===== src/pkg/hsc_pkg.sv =====
/*
  Shared constants, codes and carrier types of the high-side switch controller.
  Assumes a 100 MHz system clock and an 8-bit register port with a 4-bit address.
*/
`default_nettype none
package hsc_pkg;

  // Clock and filter timing.
  localparam int CLK_PERIOD_NS = 10;
  localparam int OC_FILTER_NS = 16000;
  localparam int OC_FILTER_CYCLES = (OC_FILTER_NS + CLK_PERIOD_NS - 1) / CLK_PERIOD_NS;
  localparam int OC_CNT_W = $clog2(OC_FILTER_CYCLES);
  localparam int OL_FILTER_NS = 64000;
  localparam int OL_FILTER_CYCLES = (OL_FILTER_NS + CLK_PERIOD_NS - 1) / CLK_PERIOD_NS;

  // PWM timing: a period is 256 duty steps.
  localparam int PWM_STEPS = 256;
  localparam int PWM_PERIOD_SLOW_NS = 5000000;
  localparam int PWM_PERIOD_FAST_NS = 2500000;
  localparam int PWM_STEP_SLOW_CYCLES = PWM_PERIOD_SLOW_NS / CLK_PERIOD_NS / PWM_STEPS;
  localparam int PWM_STEP_FAST_CYCLES = PWM_PERIOD_FAST_NS / CLK_PERIOD_NS / PWM_STEPS;

  // Register port geometry and offsets.
  localparam int ADDR_W = 4;
  localparam int DATA_W = 8;
  localparam int NUM_OUT = 4;
  localparam logic [3:0] REG_OUT_CTRL_A = 4'h0;
  localparam logic [3:0] REG_OUT_CTRL_B = 4'h1;
  localparam logic [3:0] REG_SUPPLY_CFG = 4'h2;
  localparam logic [3:0] REG_SUPPLY_STAT = 4'h3;
  localparam logic [3:0] REG_OC_STAT = 4'h4;
  localparam logic [3:0] REG_OL_STAT = 4'h5;
  localparam logic [3:0] REG_PWM_DUTY_A = 4'h6;
  localparam logic [3:0] REG_PWM_DUTY_B = 4'h7;
  localparam logic [3:0] REG_PWM_FREQ = 4'h8;
  localparam logic [3:0] REG_OUT_STATE = 4'h9;

  // Field positions.
  localparam int CFG_FIELD_W = 3;
  localparam int CFG_LO_LSB = 0;
  localparam int CFG_HI_LSB = 4;
  localparam int SUP_OV_BIT = 0;
  localparam int SUP_UV_BIT = 1;

  // Values after reset.
  localparam logic [7:0] DUTY_RST = 8'h00;
  localparam logic [2:0] SUPPLY_CFG_RST = 3'h0;

  // Source selection of one output.
  typedef enum logic [2:0] {
    SRC_OFF = 3'b000,
    SRC_ON = 3'b001,
    SRC_TIMER_A = 3'b010,
    SRC_TIMER_B = 3'b011,
    SRC_PWM_A = 3'b100,
    SRC_PWM_B = 3'b101
  } hsc_src_e;

  // Chip operating mode.
  typedef enum logic [2:0] {
    MODE_INIT = 3'b000,
    MODE_NORMAL = 3'b001,
    MODE_STOP = 3'b010,
    MODE_SLEEP = 3'b011,
    MODE_RESTART = 3'b100,
    MODE_FAILSAFE = 3'b101
  } hsc_mode_e;

  typedef struct packed {
    logic recoveryEnable;
    logic undervoltageShutdownDisable;
    logic overvoltageShutdownDisable;
  } hsc_supply_cfg_s;

  typedef struct packed {
    logic [7:0] duty;
    logic fast;
  } hsc_pwm_set_s;

endpackage : hsc_pkg
`default_nettype wire


===== src/logic/hsc_switch_ctrl.sv =====
/*
  Control of four high-side switches: source selection, PWM, supply and load protection.
  Assumes mode and timer inputs are on sys_clk and comparator inputs are asynchronous.
*/
`timescale 1ns/10ps
`default_nettype none
module hsc_switch_ctrl #(
  parameter int OL_FILTER_CYCLES = hsc_pkg::OL_FILTER_CYCLES
) (
  // Clock and reset
  input wire logic sys_clk,
  input wire logic reset,
  // Register port
  input wire logic [3:0] regAddr,
  input wire logic [7:0] regWrData,
  input wire logic regWrite,
  input wire logic regRead,
  output logic [7:0] regRdData,
  // Chip mode and timers
  input wire hsc_pkg::hsc_mode_e chipMode,
  input wire logic timerA,
  input wire logic timerB,
  // Comparators
  input wire logic supplyOverPin,
  input wire logic supplyUnderPin,
  input wire logic [3:0] overCurrentPin,
  input wire logic [3:0] lowCurrentPin,
  // Switch drive
  output logic [3:0] switchOn
);

  localparam int NUM_OUT = hsc_pkg::NUM_OUT;
  localparam int OL_W = $clog2(OL_FILTER_CYCLES + 1);
  localparam int OC_W = hsc_pkg::OC_CNT_W;
  localparam int FW = hsc_pkg::CFG_FIELD_W;

  if (OL_FILTER_CYCLES < 2) begin : g_bad_ol
    $error("Open-load filter must be at least two cycles.");
  end

  if (NUM_OUT != 4) begin : g_bad_num
    $error("The switch ports serve exactly four outputs.");
  end

  // Drive level of a selected source.
  function automatic logic sourceLevel(input logic [2:0] cfg, input logic tA, input logic tB,
                                       input logic pA, input logic pB);
    logic lvl;
    lvl = 1'b0;
    unique case (cfg)
      hsc_pkg::SRC_OFF: lvl = 1'b0;
      hsc_pkg::SRC_ON: lvl = 1'b1;
      hsc_pkg::SRC_TIMER_A: lvl = tA;
      hsc_pkg::SRC_TIMER_B: lvl = tB;
      hsc_pkg::SRC_PWM_A: lvl = pA;
      hsc_pkg::SRC_PWM_B: lvl = pB;
      default: lvl = 1'b0;
    endcase
    return lvl;
  endfunction : sourceLevel

  // True in the modes whose entry clears every output source to off.
  function automatic logic isOffMode(input hsc_pkg::hsc_mode_e mode);
    return (mode == hsc_pkg::MODE_RESTART) || (mode == hsc_pkg::MODE_FAILSAFE);
  endfunction : isOffMode

  // Two-stage synchronisers for the comparators.
  logic [9:0] meta_r;
  logic [9:0] sync_r;
  always_ff @(posedge sys_clk) begin
    if (reset) begin
      meta_r <= 10'h000;
    end else begin
      meta_r <= {supplyOverPin, supplyUnderPin, overCurrentPin, lowCurrentPin};
    end
  end

  always_ff @(posedge sys_clk) begin
    if (reset) begin
      sync_r <= 10'h000;
    end else begin
      sync_r <= meta_r;
    end
  end
  wire logic supplyOver = sync_r[9];
  wire logic supplyUnder = sync_r[8];
  wire logic [3:0] ocSeen = sync_r[7:4];
  wire logic [3:0] olSeen = sync_r[3:0];

  // Mode tracking.
  hsc_pkg::hsc_mode_e modePrev_r;
  always_ff @(posedge sys_clk) begin
    if (reset) begin
      modePrev_r <= hsc_pkg::MODE_INIT;
    end else begin
      modePrev_r <= chipMode;
    end
  end
  wire logic lowPower = (chipMode == hsc_pkg::MODE_STOP) || (chipMode == hsc_pkg::MODE_SLEEP);
  wire logic cfgWriteOk = !lowPower;
  wire logic offEntry = isOffMode(chipMode) && !isOffMode(modePrev_r);

  // Register write decode.
  wire logic wrCtrlA = regWrite && (regAddr == hsc_pkg::REG_OUT_CTRL_A) && cfgWriteOk;
  wire logic wrCtrlB = regWrite && (regAddr == hsc_pkg::REG_OUT_CTRL_B) && cfgWriteOk;
  wire logic wrSupCfg = regWrite && (regAddr == hsc_pkg::REG_SUPPLY_CFG) && cfgWriteOk;
  wire logic wrSupStat = regWrite && (regAddr == hsc_pkg::REG_SUPPLY_STAT);
  wire logic wrOcStat = regWrite && (regAddr == hsc_pkg::REG_OC_STAT);
  wire logic wrOlStat = regWrite && (regAddr == hsc_pkg::REG_OL_STAT);
  wire logic wrDutyA = regWrite && (regAddr == hsc_pkg::REG_PWM_DUTY_A) && cfgWriteOk;
  wire logic wrDutyB = regWrite && (regAddr == hsc_pkg::REG_PWM_DUTY_B) && cfgWriteOk;
  wire logic wrFreq = regWrite && (regAddr == hsc_pkg::REG_PWM_FREQ) && cfgWriteOk;

  // Supply configuration and fault gating.
  hsc_pkg::hsc_supply_cfg_s supplyCfg_r;
  logic supplyFaultPrev_r;
  logic ovFlag_r;
  logic uvFlag_r;
  wire logic ovActive = supplyOver && !supplyCfg_r.overvoltageShutdownDisable;
  wire logic uvActive = supplyUnder && !supplyCfg_r.undervoltageShutdownDisable;
  wire logic supplyFault = ovActive || uvActive;
  wire logic faultEnd = supplyFaultPrev_r && !supplyFault;
  wire logic faultClear = faultEnd && !supplyCfg_r.recoveryEnable;

  always_ff @(posedge sys_clk) begin
    if (reset) begin
      supplyCfg_r <= hsc_pkg::hsc_supply_cfg_s'(hsc_pkg::SUPPLY_CFG_RST);
    end else begin
      supplyCfg_r <= wrSupCfg ? hsc_pkg::hsc_supply_cfg_s'(regWrData[2:0]) : supplyCfg_r;
    end
  end

  always_ff @(posedge sys_clk) begin
    if (reset) begin
      supplyFaultPrev_r <= 1'b0;
    end else begin
      supplyFaultPrev_r <= supplyFault;
    end
  end

  always_ff @(posedge sys_clk) begin
    if (reset) begin
      ovFlag_r <= 1'b0;
    end else begin
      ovFlag_r <= supplyOver
                  || (ovFlag_r && !(wrSupStat && regWrData[hsc_pkg::SUP_OV_BIT]));
    end
  end

  always_ff @(posedge sys_clk) begin
    if (reset) begin
      uvFlag_r <= 1'b0;
    end else begin
      uvFlag_r <= supplyUnder
                  || (uvFlag_r && !(wrSupStat && regWrData[hsc_pkg::SUP_UV_BIT]));
    end
  end

  // PWM settings and generators.
  hsc_pkg::hsc_pwm_set_s pwmSet_r [2];
  wire logic [1:0] pwmOut;
  always_ff @(posedge sys_clk) begin
    if (reset) begin
      pwmSet_r[0] <= '{duty: hsc_pkg::DUTY_RST, fast: 1'b0};
      pwmSet_r[1] <= '{duty: hsc_pkg::DUTY_RST, fast: 1'b0};
    end else begin
      pwmSet_r[0].duty <= wrDutyA ? regWrData : pwmSet_r[0].duty;
      pwmSet_r[1].duty <= wrDutyB ? regWrData : pwmSet_r[1].duty;
      pwmSet_r[0].fast <= wrFreq ? regWrData[0] : pwmSet_r[0].fast;
      pwmSet_r[1].fast <= wrFreq ? regWrData[1] : pwmSet_r[1].fast;
    end
  end

  for (genvar g = 0; g < 2; g++) begin : g_pwm
    hsc_pwm_gen #(
      .STEP_SLOW(hsc_pkg::PWM_STEP_SLOW_CYCLES),
      .STEP_FAST(hsc_pkg::PWM_STEP_FAST_CYCLES)
    ) u_pwm (
      .sys_clk(sys_clk),
      .reset(reset),
      .setting(pwmSet_r[g]),
      .pwmOut(pwmOut[g])
    );
  end

  // Per-output configuration, drive and load monitoring.
  logic [3:0] switchOn_r;
  logic [3:0] ocFlag_r;
  logic [3:0] olFlag_r;
  wire logic [3:0][2:0] srcCfgAll;
  wire logic [3:0] ocTrip;
  wire logic [3:0] olTrip;
  wire logic [3:0] switchOn_nxt;

  for (genvar i = 0; i < NUM_OUT; i++) begin : g_out
    localparam int LSB = (i % 2 == 0) ? hsc_pkg::CFG_LO_LSB : hsc_pkg::CFG_HI_LSB;
    logic [2:0] srcCfg_r;
    logic [OC_W-1:0] ocCnt_r;
    logic [OL_W-1:0] olCnt_r;
    wire logic wrThis = (i < 2) ? wrCtrlA : wrCtrlB;
    wire logic hwClear = offEntry || faultClear || ocTrip[i];
    wire logic ocCond = switchOn_r[i] && ocSeen[i];
    wire logic olCond = switchOn_r[i] && olSeen[i];
    wire logic olFull = olCnt_r == OL_W'(OL_FILTER_CYCLES - 1);

    assign srcCfgAll[i] = srcCfg_r;
    assign ocTrip[i] = ocCond && (ocCnt_r == OC_W'(hsc_pkg::OC_FILTER_CYCLES - 1));
    assign olTrip[i] = olCond && olFull;
    assign switchOn_nxt[i] = sourceLevel(srcCfg_r, timerA, timerB, pwmOut[0], pwmOut[1])
                             && !supplyFault
                             && !faultClear;

    always_ff @(posedge sys_clk) begin
      if (reset) begin
        srcCfg_r <= hsc_pkg::SRC_OFF;
      end else begin
        srcCfg_r <= hwClear ? hsc_pkg::SRC_OFF
                            : (wrThis ? regWrData[LSB +: FW] : srcCfg_r);
      end
    end

    always_ff @(posedge sys_clk) begin
      if (reset) begin
        ocCnt_r <= '0;
      end else begin
        ocCnt_r <= ocCond ? ocCnt_r + OC_W'(1) : '0;
      end
    end

    always_ff @(posedge sys_clk) begin
      if (reset) begin
        olCnt_r <= '0;
      end else begin
        olCnt_r <= !olCond ? '0 : (olFull ? olCnt_r : olCnt_r + OL_W'(1));
      end
    end
  end

  // Drive register and sticky load flags; a set in the clearing cycle wins.
  always_ff @(posedge sys_clk) begin
    if (reset) begin
      switchOn_r <= 4'h0;
    end else begin
      switchOn_r <= switchOn_nxt & ~ocTrip;
    end
  end

  always_ff @(posedge sys_clk) begin
    if (reset) begin
      ocFlag_r <= 4'h0;
    end else begin
      ocFlag_r <= (ocFlag_r & ~(wrOcStat ? regWrData[3:0] : 4'h0)) | ocTrip;
    end
  end

  always_ff @(posedge sys_clk) begin
    if (reset) begin
      olFlag_r <= 4'h0;
    end else begin
      olFlag_r <= (olFlag_r & ~(wrOlStat ? regWrData[3:0] : 4'h0)) | olTrip;
    end
  end

  // Read data, registered and present for one cycle.
  wire logic [7:0] readMux =
    (regAddr == hsc_pkg::REG_OUT_CTRL_A) ? {1'b0, srcCfgAll[1], 1'b0, srcCfgAll[0]} :
    (regAddr == hsc_pkg::REG_OUT_CTRL_B) ? {1'b0, srcCfgAll[3], 1'b0, srcCfgAll[2]} :
    (regAddr == hsc_pkg::REG_SUPPLY_CFG) ? {5'h00, supplyCfg_r} :
    (regAddr == hsc_pkg::REG_SUPPLY_STAT) ? {6'h00, uvFlag_r, ovFlag_r} :
    (regAddr == hsc_pkg::REG_OC_STAT) ? {4'h0, ocFlag_r} :
    (regAddr == hsc_pkg::REG_OL_STAT) ? {4'h0, olFlag_r} :
    (regAddr == hsc_pkg::REG_PWM_DUTY_A) ? pwmSet_r[0].duty :
    (regAddr == hsc_pkg::REG_PWM_DUTY_B) ? pwmSet_r[1].duty :
    (regAddr == hsc_pkg::REG_PWM_FREQ) ? {6'h00, pwmSet_r[1].fast, pwmSet_r[0].fast} :
    (regAddr == hsc_pkg::REG_OUT_STATE) ? {4'h0, switchOn_r} :
    8'h00;

  logic [7:0] rdData_r;
  always_ff @(posedge sys_clk) begin
    if (reset) begin
      rdData_r <= 8'h00;
    end else begin
      rdData_r <= regRead ? readMux : 8'h00;
    end
  end

  assign regRdData = rdData_r;
  assign switchOn = switchOn_r;

endmodule : hsc_switch_ctrl
`default_nettype wire


===== src/logic/hsc_pwm_gen.sv =====
/*
  One 8-bit PWM generator with a 200 Hz or 400 Hz period.
  Assumes its settings come from registers on the same clock.
*/
`timescale 1ns/10ps
`default_nettype none
module hsc_pwm_gen #(
  parameter int STEP_SLOW = hsc_pkg::PWM_STEP_SLOW_CYCLES,
  parameter int STEP_FAST = hsc_pkg::PWM_STEP_FAST_CYCLES
) (
  // Clock and reset
  input wire logic sys_clk,
  input wire logic reset,
  // Settings
  input wire hsc_pkg::hsc_pwm_set_s setting,
  // Waveform
  output logic pwmOut
);

  localparam int CNT_W = $clog2(STEP_SLOW + 1);

  if (STEP_FAST < 1 || STEP_SLOW < STEP_FAST) begin : g_bad_step
    $error("PWM step lengths cannot be served.");
  end

  logic [CNT_W-1:0] stepCnt_r;
  logic [7:0] phase_r;
  logic pwmOut_r;

  wire logic [CNT_W-1:0] stepLimit = setting.fast ? CNT_W'(STEP_FAST - 1) : CNT_W'(STEP_SLOW - 1);
  wire logic stepLast = stepCnt_r >= stepLimit;
  wire logic [7:0] phase_nxt = stepLast ? phase_r + 8'h01 : phase_r;

  always_ff @(posedge sys_clk) begin
    if (reset) begin
      stepCnt_r <= '0;
      phase_r <= 8'h00;
      pwmOut_r <= 1'b0;
    end else begin
      stepCnt_r <= stepLast ? '0 : stepCnt_r + CNT_W'(1);
      phase_r <= phase_nxt;
      pwmOut_r <= phase_nxt < setting.duty;
    end
  end

  assign pwmOut = pwmOut_r;

endmodule : hsc_pwm_gen
`default_nettype wire


===== config.mk =====
export PLATFORM = sky130hd
export DESIGN_NAME = hsc_switch_ctrl
export DESIGN_NICKNAME = d
export VERILOG_FILES = /design/src/pkg/hsc_pkg.sv /design/src/logic/hsc_switch_ctrl.sv /design/src/logic/hsc_pwm_gen.sv
export SDC_FILE = /design/constraint.sdc
export NUM_CORES = 1
export LEC_CHECK = 0
export ABC_AREA = 1
export CAP_MARGIN = 40
export CORE_ASPECT_RATIO = 1.2
export CORE_MARGIN = 2
export CORE_UTILIZATION = 29
export CTS_CLUSTER_DIAMETER = 60
export CTS_CLUSTER_SIZE = 25
export DETAILED_ROUTE_END_ITERATION = 16
export DONT_BUFFER_PORTS = 1
export PLACE_DENSITY_LB_ADDON = 0.25
export REMOVE_ABC_BUFFERS = 1
export SKIP_LAST_GASP = 1
export SLEW_MARGIN = 25
export SYNTH_ARGS = -nofsm -noshare
export SYNTH_HDL_FRONTEND = slang
export SYNTH_SLANG_ARGS = --single-unit

===== constraint.sdc =====
create_clock -name sys_clk -period 3.3 [get_ports sys_clk]
set_input_delay 0.495 -clock sys_clk [delete_from_list [all_inputs] [get_ports sys_clk]]
set_output_delay 0.495 -clock sys_clk [all_outputs]
set_load 0.03 [all_outputs]

Word level (Yosys, flattened, before mapping)

Memory sizes are Yosys's and may differ from the RTL's.
Cells that the tools add are included.

Register bits after elaboration: 197
Memory bits (writable): 18
Input port bits: 31
Output and inout port bits: 12
Logic and storage cells: 231
Memories kept: 1

Memory list:

| memory   | depth | width | read ports | clocked after Yosys merged registers in | write ports | line                   | source |
|---|---|---|---|---|---|---|---|
| pwmSet_r | 2     | 9     | 2          | 0                                       | 2           | hsc_switch_ctrl.sv:160 | `hsc_pkg::hsc_pwm_set_s pwmSet_r [2];` |

Add/subtract/negate cells: 12
Magnitude comparators: 4
Eq/ne operators: 43
Multiplexer cells: 31
Bitwise gates (word level): 21
Reductions and logical operators: 86

Operators by type and width:

| operator                | number |
|---|---|
| $add A11 B1 Y11 const B | 6 |
| $mux W8                 | 8 |
| $add A13 B1 Y13 const B | 4 |
| $eq A13 B13 Y1 const B  | 4 |
| $logic_and A1 B1 Y1     | 48 |
| $eq A11 B11 Y1 const B  | 4 |
| $mux W7                 | 6 |
| $eq A3 B3 Y1 const B    | 12 |
| $eq A3 B2 Y1 const B    | 10 |
| $reduce_or A2 Y1        | 15 |
| $ge A11 B11 Y1          | 2 |
| $mux W11                | 2 |
| $pmux W1 S5             | 4 |
| $add A8 B1 Y8 const B   | 2 |
| $eq A4 B3 Y1 const B    | 4 |
| $lt A8 B8 Y1            | 2 |
| $mux W4                 | 4 |
| $and A4 B4 Y4           | 3 |
| $eq A3 B1 Y1 const B    | 4 |
| $not A4 Y4              | 3 |
| $logic_or A1 B1 Y1      | 11 |
| $logic_not A1 Y1        | 9 |
| $not A1 Y1              | 9 |
| $eq A4 B2 Y1 const B    | 2 |
| 8 further kinds         | 19 |

Logic depth before layout (Yosys ltp)

Word-level depth: 11
Depth in mapped cells: 18

Cells and area by module

A second synthesis with hierarchy kept.

Cells, all modules: 1,343
Area total of the unflattened synthesis: 10,098.4 µm²

By module, submodules not included:

| module          | instances | cells each | area an instance (µm²) | sequential area each (µm²) |
|---|---|---|---|---|
| hsc_switch_ctrl | 1         | 1,011      | 7,596.0                | 3,663.5 |
| hsc_pwm_gen     | 2         | 166        | 1,251.2                | 400.4 |

Least setup slack after synthesis

OpenSTA, ideal clock, no wires.

Path type: register -> register
Start point: memory pwmSet_r[0][0] (netlist name)
End point: register g_pwm[0].u_pwm.pwmOut_r
Setup time: 120 ps
Arrival time: 2,352 ps
Data required time: 3,180 ps
Slack: 827 ps
Stages on the path, launching flop included: 18
Clock period less this slack: 2,473 ps
Path through: edfxtp_1 inv_1 ha_1 nand2_1 inv_1 nand2_1 nand2_1 a21oi_1 nand3_2 nand4_1 inv_1 nand3_1 xor2_1 inv_1 ha_1 nand2_1 o211ai_1 a21oi_1

RTL lines:

| item                   | line                   | source |
|---|---|---|
| start: declaration     | hsc_switch_ctrl.sv:160 |  |
| end signal: assignment | hsc_pwm_gen.sv:42      | `pwmOut_r <= phase_nxt < setting.duty;` |
| end: declaration       | hsc_pwm_gen.sv:28      | `logic pwmOut_r;` |

==> reports/qor.csv <==
stage,metric,value,unit
run_status,status,"complete, no violations",
finish,finalNetCount,1361,
routing,via_count,7832,
hold_path,worstHoldPathType,in -> reg,
sta,finalSetupTns,0,ps
power,p_total,0.00545,W
clocking,cts_resized,0,
routing,drt_wl_total,22000,um
worst_setup_path,crit_type,reg -> reg,
finish,synthToLayoutAreaGrowth,13.6,%
sta,hold_viol,0,
synth,synth_edf_count,18,
worst_setup_path,worstPathArrival,3220,ps
synth,yosysTopAreaCell,dfxtp_1,
synth,async_flop_share,0,
finish,fin_util,0.333,
floorplanning,row_count,73,
floorplanning,top_level_ports,43,
synth,ys_warn_count,0,
sta,fmax,353,MHz
power,power_density,495,nW/um^2
sta,setup_viol,0,
clocking,numCtsBuffers,22,
global_route,grt_pass1_wl,36500,um
synth,ys_seq_area_frac,0.461,
worst_setup_path,cp.required,3690,ps
sta,max_slew.worst_pin.slew,821,ps
clocking,cts-hold-fix-buffers,0,
floorplanning,start_util,0.293,
sta,slew_headroom,0.450,
clocking,htreeDepth,1,
clocking,cts_sinks,214,
sta,drv_slew,0,
floorplanning,die_y,204,um
synth,ys_types,45,
worst_setup_path,crit_fanout,8,
finish,fillers,3609,
global_route,grt_start_max_net_pins,65,
sta,skew,28.2,ps
synth,synth_area_leaders,"dfxtp_1 40%, inv_1 7.9%, nand2_1 7.9%",
floorplanning,dieWidth,171,um
worst_setup_path,end_kind,flop,
sta,period_share,0.859,
routing,via_per_inst,4.46,
flow_run,maxCapViolCount,0,
global_route,grt_pass1_vias,7610,
routing,first_pass_iters,5,
synth,ys_top_cells_by_count,"205 x inv_1, 204 x nand2_1, 196 x dfxtp_1",
global_route,antenna_found_initial,0,
clocking,cts_tree,built,
place,place_hpwl,16400,um
floorplanning,dieArea,34900,sq um
clocking,post_cts_buffers,0,
global_route,overflow,0,
sta,hold_slack,62.2,ps
place,place_area,10200,sq um
routing,drc_errors,0,
global_route,grt_use_total,0.128,
sta,fin_crit,2830,ps
finish,design_area,11000,sq um
power,p_leak,4.31,nW
worst_setup_path,setup.worst_path.start_class,flop,
synth,avgSynthCellArea,7.61,sq um
routing,antenna_left,0,
clocking,clkTransAtPathRegs,80,ps
synth,synth-main-ff-cell,dfxtp_1,
clocking,insertion_delay,520,ps
routing,drtIter0Drc,400,
routing,wl_per_cell,12.5,um
finish,final_layout_size_suffix_gt1_frac,0.0559,
synth,yosysTopAreaCellShare,0.405,
power,irDropWorstVdd,0.394,mV
floorplanning,coreArea,33100,sq um
synth,synth_area,9690,sq um
synth,synth_most_common_cell,inv_1,
clocking,clockBufferDepth,3,
clocking,cts_root_buffer,clkbuf_16,
place,io_buffers,0,
synth,synth_seq_cells,214,
synth,netlist_instances,1273,
sta,rsz0062_at_grt,no,
finish,antennaDiodeCount,0,
place,gp_congestion,0.823,
==> where the power goes <==
group	switching, W	internal [W]
logic	0.000118	0.0000585
registers	0.0000319	0.00266
clock network	0.00118	0.00139
total	0.00133	0.00412
==> registers in the layout, summed over array words and instances (netlist names) <==
register and flops:
switchOn 4, olFlag_r 4, sync_r 10, g_pwm.u_pwm.stepCnt_r 22, pwmSet_r 18, g_out.olCnt_r 52, g_out.ocCnt_r 44, uvFlag_r 1
g_out.srcCfg_r 12, modePrev_r 2, supplyFaultPrev_r 1, supplyCfg_r 3, regRdData 8, ocFlag_r 4, g_pwm.u_pwm.phase_r 16, meta_r 10
g_pwm.u_pwm.pwmOut 2, ovFlag_r 1
==> stage by stage <==
stage	setup slack, ps	cells
floorplan	827	1260
global placement	496	1716
detailed placement	469	1716
CTS	418	1756
global route	144	1756
finish	467	1756
==> cell type report <==
cell class                 count  area [sq um]  share of cell area
multi-input combinational    838          4390               0.399
sequential                   214          4460               0.406
tap                          450           563              0.0511
inverter                     208           781              0.0709
clock buffer                  28           614              0.0558
timing repair buffer           6          45.0             0.00409
clock inverter                12           148              0.0134
==> cells by family after synthesis <==
logic type | count (synthesis) | synth area share
DFF | 214 | 0.461
xor gates and xnor gates | 33 | 0.0298
AOI/OAI and AO/OA | 215 | 0.120
adders and majority gates | 40 | 0.0516
buffers and inverters | 221 | 0.0861
and+or+nand+nor | 550 | 0.252
==> final timing paths <==
check,start,endpoint,slack [ps],cells past startpoint
setup / recovery,pwmSet_r[0][0]$_SDFFCE_PP0P_,g_pwm[0].u_pwm.pwmOut$_SDFF_PP0_,470,17
hold / removal,chipMode[1],modePrev_r[1]$_SDFF_PP0_,60,2
setup reg to reg,pwmSet_r[0][0]$_SDFFCE_PP0P_,g_pwm[0].u_pwm.pwmOut$_SDFF_PP0_,470,17
hold reg to reg,meta_r[0]$_SDFF_PP0_,sync_r[0]$_SDFF_PP0_,400,2
==> layout by cell type, fill, tap and decap left out, types with 2 or more instances in the layout <==
cell       instances
inv_1            205
nand2_1          204
dfxtp_1          196
nor2_1           183
a21oi_1          103
o21ai_0           72
nand3_1           56
ha_1              40
nor3_1            34
xor2_1            31
nand4_1           23
clkbuf_16         23
edfxtp_1          18
nor3b_1           13
a31oi_1           10
o22ai_1            8
or2_2              7
nand3_2            6
buf_4              6
and3_1             4
nor4_1             4
nor2_4             4
a211oi_1           4
nor2_2             4
o21a_1             4
o2111ai_1          3
o211ai_1           3
clkbuf_1           3
inv_6              3
clkinv_8           3
inv_2              2
nor3_2             2
xnor2_1            2
nand2_2            2
clkinv_4           2
clkbuf_8           2
==> critical path, stage by stage (launching register included) <==
cell,delay (ps)
edfxtp_1,460
inv_1,190
ha_1,290
nand2_1,90
inv_1,40
nand2_1,40
nand2_1,50
a21oi_1,190
nand3_2,190
nand4_1,170
inv_1,50
nand3_1,70
xor2_1,200
inv_1,70
ha_1,290
nand2_1,70
o211ai_1,170
a21oi_1,60
==> metal layers <==
metal | share of wire | GRT usage | wire, um | vias to the layer above
li1 | - | - | - | 4175
met1 | 0.44 | 0.150 | 9650 | 3543
met2 | 0.50 | 0.234 | 10900 | 87
met3 | 0.044 | 0.0261 | 963 | 27
met4 | 0.021 | 0.0372 | 471 | 0
met5 | 0 | 0 | 0 | -
No activity file was read; power rests on OpenSTA's default activity.
